## src/shared/gel_pkg.sv

```systemverilog
// Package with constants and types for the gateway error LED and ID select block
package gel_pkg;

	// ----------------------------------------------------------------
	// Timing
	// ----------------------------------------------------------------
	localparam int unsigned CLK_HZ          = 200_000_000;
	localparam int unsigned SYS_FLASH_PER_S = 2;
	localparam int unsigned PROTO_FLASH_PER_S = 1;
	localparam int unsigned WARN_HOLD_S     = 60;
	// Half period of each flash rate in clock cycles
	localparam int unsigned SYS_HALF_CYC    = CLK_HZ / (2 * SYS_FLASH_PER_S);
	localparam int unsigned PROTO_HALF_CYC  = CLK_HZ / (2 * PROTO_FLASH_PER_S);
	localparam int unsigned TICK_CYC        = CLK_HZ;

	// ----------------------------------------------------------------
	// Codes and IDs
	// ----------------------------------------------------------------
	localparam logic [3:0] CODE_NONE        = 4'h0;
	localparam logic [3:0] SERIOUS_MAX      = 4'h5;
	localparam logic [7:0] ID_TEST_MODE     = 8'hee;
	localparam logic [7:0] ID_CONFIG_MODE   = 8'hff;
	localparam logic [7:0] NODE_ID_USE_NVS  = 8'h00;
	localparam logic [7:0] NVS_NODE_ID_INIT = 8'h01;

	// ----------------------------------------------------------------
	// Types
	// ----------------------------------------------------------------
	typedef enum logic [1:0]
	{
		GEL_IDLE    = 2'b00,
		GEL_WARN    = 2'b01,
		GEL_SERIOUS = 2'b11
	} gel_disp_t;

	typedef enum logic [1:0]
	{
		GEL_MODE_RUN    = 2'b00,
		GEL_MODE_TEST   = 2'b01,
		GEL_MODE_CONFIG = 2'b11
	} gel_mode_t;

	typedef struct packed
	{
		logic       valid;
		logic       proto;
		logic [3:0] code;
	} gel_err_t;

	typedef struct packed
	{
		logic [3:0] weight;
		logic       state_red;
	} gel_led_t;

	typedef struct packed
	{
		gel_disp_t  disp;
		logic       proto;
		logic [3:0] code;
		logic [31:0] hold_s;
		logic [31:0] tick;
		logic [31:0] flash_cnt;
		logic       flash_ph;
		logic [1:0] boot;
		gel_mode_t  mode;
		logic [7:0] serial_id;
		logic [7:0] node_id;
		logic [7:0] sw_s1;
		logic [7:0] sw_s2;
		logic [7:0] dip_s1;
		logic [7:0] dip_s2;
		gel_led_t   led;
	} gel_state_t;

endpackage

```

## src/hw/gel_top.sv

```systemverilog
// Error LED display and power-on ID selection for the serial to fieldbus gateway
// Operation
// - Error drives state red, code in binary
// - System codes one to five latch until power
// - System codes six to fifteen clear after minute
// - Serious system codes one to five
// - Warning system codes six to fifteen
// - System codes flash two times per second
// - Protocol codes flash once per second
// - Protocol codes clear after warning hold
// - Protocol code numbers passed through unchanged
// - Script may drive code LEDs directly
// - Config mode patterns carry no meaning
// - Serial ID from two rotaries at power-on
// - EE selects test, FF selects config
// - DIP node ID zero uses stored ID
// - Stored node ID defaults to one
// - State LED steady red error, flashing modes
`timescale 1ns/1ps
`default_nettype none

module gel_top
#(
	parameter int unsigned TICK_CYC       = gel_pkg::TICK_CYC,
	parameter int unsigned SYS_HALF_CYC   = gel_pkg::SYS_HALF_CYC,
	parameter int unsigned PROTO_HALF_CYC = gel_pkg::PROTO_HALF_CYC
)
(
	input  wire logic            clk_i,
	input  wire logic            rst_b_i,
	input  wire gel_pkg::gel_err_t err_i,
	input  wire logic [31:0]     warn_hold_s_i,
	input  wire logic            script_led_en_i,
	input  wire logic [3:0]      script_led_i,
	input  wire logic [3:0]      id_high_rotary_i,
	input  wire logic [3:0]      id_low_rotary_i,
	input  wire logic [7:0]      dip_node_id_i,
	input  wire logic [7:0]      nonvolatile_store_node_id_i,
	output logic                 code_led_weight_one_o,
	output logic                 code_led_weight_two_o,
	output logic                 code_led_weight_four_o,
	output logic                 code_led_weight_eight_o,
	output logic                 state_led_red_o,
	output logic [7:0]           serial_id_o,
	output logic [7:0]           node_id_o,
	output logic                 test_mode_o,
	output logic                 config_mode_o,
	output logic                 ids_valid_o
);

	// ----------------------------------------------------------------
	// State
	// ----------------------------------------------------------------
	gel_pkg::gel_state_t st_ff;
	gel_pkg::gel_state_t nxt_st;
	logic                take_rep;

	// ----------------------------------------------------------------
	// Helpers
	// ----------------------------------------------------------------
	// A report is taken unless it is empty or a serious error is latched
	function automatic logic takes_report(
		input gel_pkg::gel_err_t  err,
		input gel_pkg::gel_disp_t disp
	);
		takes_report = err.valid && (err.code != gel_pkg::CODE_NONE)
			&& (disp != gel_pkg::GEL_SERIOUS);
	endfunction

	function automatic logic is_serious(input logic [3:0] code, input logic proto);
		is_serious = !proto && (code != gel_pkg::CODE_NONE)
			&& (code <= gel_pkg::SERIOUS_MAX);
	endfunction

	// Protocol reports keep the user hold; system warnings a fixed minute
	function automatic logic [31:0] hold_seconds(
		input logic        proto,
		input logic [31:0] user_hold
	);
		if (proto)
		begin
			hold_seconds = user_hold;
		end
		else
		begin
			hold_seconds = 32'(gel_pkg::WARN_HOLD_S);
		end
	endfunction

	// Last count of a flash half period; the rate follows the shown report
	function automatic logic [31:0] flash_last(input logic proto);
		if (proto)
		begin
			flash_last = 32'(PROTO_HALF_CYC - 1);
		end
		else
		begin
			flash_last = 32'(SYS_HALF_CYC - 1);
		end
	endfunction

	function automatic gel_pkg::gel_mode_t decode_mode(input logic [7:0] id);
		if (id == gel_pkg::ID_CONFIG_MODE)
		begin
			decode_mode = gel_pkg::GEL_MODE_CONFIG;
		end
		else if (id == gel_pkg::ID_TEST_MODE)
		begin
			decode_mode = gel_pkg::GEL_MODE_TEST;
		end
		else
		begin
			// Reserved setting DD is not decoded here; operator must avoid it
			decode_mode = gel_pkg::GEL_MODE_RUN;
		end
	endfunction

	// A zero DIP field falls back to the stored ID, which also reaches past 63
	function automatic logic [7:0] pick_node_id(
		input logic [7:0] dip,
		input logic [7:0] stored
	);
		if (dip == gel_pkg::NODE_ID_USE_NVS)
		begin
			pick_node_id = stored;
		end
		else
		begin
			pick_node_id = dip;
		end
	endfunction

	// Script wins over the error display; the off phase blanks the code
	function automatic logic [3:0] code_pattern(
		input logic               script_en,
		input logic [3:0]         script,
		input gel_pkg::gel_disp_t disp,
		input logic               on_phase,
		input logic [3:0]         code
	);
		if (script_en)
		begin
			code_pattern = script;
		end
		else if ((disp != gel_pkg::GEL_IDLE) && on_phase)
		begin
			code_pattern = code;
		end
		else
		begin
			code_pattern = 4'h0;
		end
	endfunction

	// Modes flash the state LED; otherwise it lights steadily while a code shows
	function automatic logic state_pattern(
		input gel_pkg::gel_mode_t mode,
		input gel_pkg::gel_disp_t disp,
		input logic               on_phase
	);
		if (mode != gel_pkg::GEL_MODE_RUN)
		begin
			state_pattern = on_phase;
		end
		else
		begin
			state_pattern = (disp != gel_pkg::GEL_IDLE);
		end
	endfunction

	// ----------------------------------------------------------------
	// Report acceptance
	// ----------------------------------------------------------------
	assign take_rep = takes_report(err_i, st_ff.disp);

	always_comb
	begin
		nxt_st = st_ff;

		// ----------------------------------------------------------------
		// Power-on sampling of switches
		// ----------------------------------------------------------------
		// Switch pins pass two flops before use
		nxt_st.sw_s1  = {id_high_rotary_i, id_low_rotary_i};
		nxt_st.sw_s2  = st_ff.sw_s1;
		nxt_st.dip_s1 = dip_node_id_i;
		nxt_st.dip_s2 = st_ff.dip_s1;
		if (st_ff.boot != 2'h3)
		begin
			nxt_st.boot = st_ff.boot + 2'h1;
		end
		// Latched once, on the third clock edge after release, when the sync chain is full
		if (st_ff.boot == 2'h2)
		begin
			nxt_st.serial_id = st_ff.sw_s2;
			nxt_st.mode      = decode_mode(st_ff.sw_s2);
			nxt_st.node_id   = pick_node_id(st_ff.dip_s2, nonvolatile_store_node_id_i);
		end

		// ----------------------------------------------------------------
		// Seconds tick and hold countdown
		// ----------------------------------------------------------------
		if (st_ff.tick >= TICK_CYC - 1)
		begin
			nxt_st.tick = '0;
			if (st_ff.disp == gel_pkg::GEL_WARN)
			begin
				if (st_ff.hold_s <= 32'h1)
				begin
					nxt_st.disp = gel_pkg::GEL_IDLE;
					nxt_st.code = gel_pkg::CODE_NONE;
					nxt_st.proto = 1'b0;
				end
				else
				begin
					nxt_st.hold_s = st_ff.hold_s - 32'h1;
				end
			end
		end
		else
		begin
			nxt_st.tick = st_ff.tick + 32'h1;
		end

		// ----------------------------------------------------------------
		// Error capture
		// ----------------------------------------------------------------
		// Serious state only leaves through reset
		if (take_rep)
		begin
			nxt_st.code      = err_i.code;
			nxt_st.proto     = err_i.proto;
			nxt_st.tick      = '0;
			nxt_st.flash_cnt = '0;
			nxt_st.flash_ph  = 1'b1;
			if (is_serious(err_i.code, err_i.proto))
			begin
				nxt_st.disp = gel_pkg::GEL_SERIOUS;
			end
			else
			begin
				nxt_st.disp   = gel_pkg::GEL_WARN;
				nxt_st.hold_s = hold_seconds(err_i.proto, warn_hold_s_i);
			end
		end

		// ----------------------------------------------------------------
		// Flash generator
		// ----------------------------------------------------------------
		// A taken report restarts the on phase, so a wrap must not flip it back
		if (!take_rep)
		begin
			if (st_ff.flash_cnt >= flash_last(st_ff.proto))
			begin
				nxt_st.flash_cnt = '0;
				nxt_st.flash_ph  = ~st_ff.flash_ph;
			end
			else
			begin
				nxt_st.flash_cnt = st_ff.flash_cnt + 32'h1;
			end
		end

		// ----------------------------------------------------------------
		// LED outputs
		// ----------------------------------------------------------------
		// Config mode patterns are not an error encoding
		nxt_st.led.weight    = code_pattern(script_led_en_i, script_led_i, st_ff.disp,
			st_ff.flash_ph, st_ff.code);
		nxt_st.led.state_red = state_pattern(st_ff.mode, st_ff.disp, st_ff.flash_ph);
	end

	// ----------------------------------------------------------------
	// State register
	// ----------------------------------------------------------------
	always_ff @(posedge clk_i or negedge rst_b_i)
	begin
		if (!rst_b_i)
		begin
			st_ff <= '0;
		end
		else
		begin
			st_ff <= nxt_st;
		end
	end

	// ----------------------------------------------------------------
	// Outputs
	// ----------------------------------------------------------------
	assign code_led_weight_one_o   = st_ff.led.weight[0];
	assign code_led_weight_two_o   = st_ff.led.weight[1];
	assign code_led_weight_four_o  = st_ff.led.weight[2];
	assign code_led_weight_eight_o = st_ff.led.weight[3];
	assign state_led_red_o         = st_ff.led.state_red;
	assign serial_id_o             = st_ff.serial_id;
	assign node_id_o               = st_ff.node_id;
	assign test_mode_o             = (st_ff.mode == gel_pkg::GEL_MODE_TEST);
	assign config_mode_o           = (st_ff.mode == gel_pkg::GEL_MODE_CONFIG);
	assign ids_valid_o             = (st_ff.boot == 2'h3);

endmodule

`default_nettype wire

```

## config.mk

```make
export PLATFORM = sky130hd
export DESIGN_NAME = gel_top
export DESIGN_NICKNAME = d
export VERILOG_FILES = /design/src/shared/gel_pkg.sv /design/src/hw/gel_top.sv
export SDC_FILE = /design/constraint.sdc
export NUM_CORES = 1
export LEC_CHECK = 0
export ABC_AREA = 1
export BUFFER_PORTS_ARGS = -buffer_cell sky130_fd_sc_hd__buf_2
export CAP_MARGIN = 20
export CELL_PAD_IN_SITES_DETAIL_PLACEMENT = 1
export CELL_PAD_IN_SITES_GLOBAL_PLACEMENT = 1
export CORE_AREA = 3 3 149 151
export DETAILED_ROUTE_END_ITERATION = 10
export DIE_AREA = 0 0 152 154
export GPL_ROUTABILITY_DRIVEN = 0
export GPL_TIMING_DRIVEN = 0
export PLACE_DENSITY_LB_ADDON = 0.1
export RECOVER_POWER = 100
export SLEW_MARGIN = 5
export SYNTH_ARGS = -nofsm -noshare
export SYNTH_HDL_FRONTEND = slang
export SYNTH_SLANG_ARGS = --single-unit
export TNS_END_PERCENT = 5
```

## constraint.sdc

```tcl
create_clock -name clk_i -period 1.7 [get_ports clk_i]
set_input_delay 0.34 -clock clk_i [delete_from_list [all_inputs] [get_ports clk_i]]
set_output_delay 0.34 -clock clk_i [all_outputs]
set_load 0.005 [all_outputs]
```

==> run metrics <==
status=finished, violations left; failing checks=negative setup slack; Ys Warns=0; clock skew=0.0263 ns; Layout Nets=1302; Slew Limit Fails=0; total power=13.6 mW; CP Max Fanout=6; mean routed wirelength per cell=16.7 um; via count=7558; # DRC=0; Worst Tran Pin Value=0.958 ns; hold slack=0.0112 ns; clk slew on worst S/H paths=0.07 ns; 1st-pass router iterations=5; TritonCTS Buffers=17; FFs w/ async S/R, synth=1.00; Max-slew headroom=0.361; first-pass GRT wire length=41200 um; row cnt=53; top cell type's share of synthesized area=0.483; layout cell share with drive strength beyond 1=0.297; Crit-path slowest cell=dfrtp_2; clk root buf=clkbuf_16; Post-DP Area=9240 um2; RSZ-0062 raised after global routing=true; Starting Density=0.398; largest net degree at the start of global routing=98; 1st-iter DRT viols=396; IO Pins=93; vias in the first global route=7989; Clock Path Buffers=2; Synth-to-Final Area Change=32.1%; final antenna-violating net count=0; Yosys top cell by area=dfrtp_1; Syn Area/Cell=8.01 um2; synthesized area=8330 um2; Hold Vio Cnt, Final=0; Setup CP Type=reg2reg; Core Box Area=21000 um2; power per cell area=1240 nW/um2; Fin Setup TNS=-11.47 ns; worst hold path class=in2reg; final period utilization=1.17; CTS tree=done; Worst setup SP type=register; Worst EP arrival=2.31 ns; Slowest Stage Delay on Critical Path=0.47 ns; Yosys cell types=40; Synth area leaders=dfrtp_1 48%, nand2_1 13%, nor2_1 7.1%; Post-synth EDFFs=0; final worst slack=-0.294 ns; H-tree lvl count=4; Worst Setup End Kind=register; Setup-failing EPs final=72; total global routing overflow=0; DP Wirelength=16700 um; gr usage total=0.216; clk sink count=161; Final Instance Area=11000 um2; max cap viols=0; Post-Syn Instances=1040; initial antenna violation count=0; die area=23400 um2; die span in x=152 um; fillers=2552; predominant post-synthesis flop cell=dfrtp_1; Synth Register Bits=161; chip height=154 um; Worst VDD drop=0.922 mV; Worst EP required=2.02 ns; minimum clock period=1.99 ns; I/O Buffers=92; post-synthesis sequential area ratio=0.483; clock latency on the worst-skew pair=0.45 ns; Antenna Cells=0; fmax=501 MHz; Leak=4.99 nW; total wire length=25200 um; worst-path cell chain=ha_4 > nand2_1 > nor2_2 > nand3_1 > o21ai_2 > nand3_4 > nand3_4 > buf_6 > nor2_2; DR vias/cell=5.02
[stage by stage]
stage          setup WS, ns  std cells   util
6_report             -0.294       1506  0.525
4_1_cts              -0.195       1494  0.509
5_1_grt              -0.373       1506  0.525
2_1_floorplan      -0.00249       1047      -
3_5_place_dp         -0.491       1415  0.441
3_3_place_gp          -2.29       1414  0.439
[routing by layer]
metal / wire length (um) / GRT usage / share of wire / up-vias
met5: 0 / 0 / 0 / -
met4: 305 / 0.0548 / 0.012 / 0
met3: 866 / 0.0352 / 0.034 / 16
met2: 12500 / 0.366 / 0.50 / 124
met1: 11500 / 0.290 / 0.46 / 3722
li1: - / - / - / 3696
[kinds of logic after synthesis]
group	after synthesis	synth area share
simple gates	638	0.337
flops	161	0.483
buf+inv	118	0.0650
compound gates	66	0.0486
xor+xnor	41	0.0431
fa+ha+maj	15	0.0225
other cells	1	0.000450
[path summary, 6_finish.rpt]
path / slack (ns) / start / end / cells past startpoint
hold / removal: 0.01 / id_low_rotary_i[0] / nxt_st[21] / 1
max in group asynchronous: 0.11 / rst_b_i / serial_id_o[7] / 3
setup / recovery: -0.29 / st_ff[70] / st_ff[85] / 9
hold reg to reg: 0.35 / nxt_st[5] / st_ff[5] / 0
min in group asynchronous: 0.59 / rst_b_i / st_ff[63] / 2
setup reg to reg: -0.29 / st_ff[70] / st_ff[85] / 9
[Yosys cell counts, drive strengths merged, types with 3 or more instances]
| library cell | instances |
|---|---|
| nand3 | 93 |
| clkbuf | 9 |
| nor3b | 5 |
| nand2 | 295 |
| xor2 | 24 |
| o211ai | 3 |
| o21bai | 10 |
| nor2 | 174 |
| inv | 82 |
| nor3 | 34 |
| nor4 | 7 |
| o21ai | 27 |
| xnor2 | 17 |
| nand4 | 24 |
| dfrtp | 161 |
| ha | 15 |
| a21oi | 22 |
| buf | 27 |
[power breakdown]
group / leakage, nW / switching (mW) / total, mW / internal (mW)
sequential: 2.02 / 0.600 / 4.97 / 4.37
clock: 0.296 / 1.91 / 3.90 / 2.00
combinational: 2.67 / 2.83 / 4.77 / 1.94
total: 4.99 / 5.34 / 13.6 / 8.30
[critical path: cells and delay by family, from the launching register on]
family / cells / cell delay (ns)
AOI/OAI and AO/OA: 1 / 0.22
buffers and inverters: 1 / 0.16
DFF: 1 / 0.47
and+or+nand+nor: 6 / 0.75
adders and majority gates: 1 / 0.27
[placed cells by master, fill, tap and decap left out, types with 20 or more instances in the layout]
master    synthesis  final
buf_2             6     78
clkbuf_1          9     20
nand2_2           7     23
inv_1            75     70
xor2_1           24     24
nor2_1          158    118
nor2_4            7     27
nand2_1         286    266
dfrtp_1         161    147
nand4_1          24     24
o21ai_0          26     23
nor2_2            9     29
nand3_1          89     74
buf_4            18     55
[timing repair]
action / 4_1_cts / 5_1_grt
endpoints found under the hold margin: 67 / 0
hold buffers: 4 / 0
gates cloned: 2 / 2
buffers inserted: 42 / 10
gates resized for setup: 131 / 59
endpoints found under the setup margin: 112 / 107
pin swaps: 26 / 17
[final cells by class]
type | count | area [um2] | share of cell area
inverter | 82 | 323 | 0.0293
sequential | 161 | 4050 | 0.368
buffer | 35 | 285 | 0.0259
timing repair buffer | 152 | 985 | 0.0895
clock inverter | 15 | 186 | 0.0169
tap | 275 | 344 | 0.0313
multi-input combinational | 769 | 4410 | 0.401
clock buffer | 17 | 425 | 0.0387
[flip-flops by register name, summed over array words and instances (netlist names)]
register,cells
state_led_red_o,1
serial_id_o,8
code_led_weight_one_o,1
code_led_weight_eight_o,1
code_led_weight_four_o,1
nxt_st,16
st_ff,124
node_id_o,8
code_led_weight_two_o,1
(Power assumes the default switching activity.)
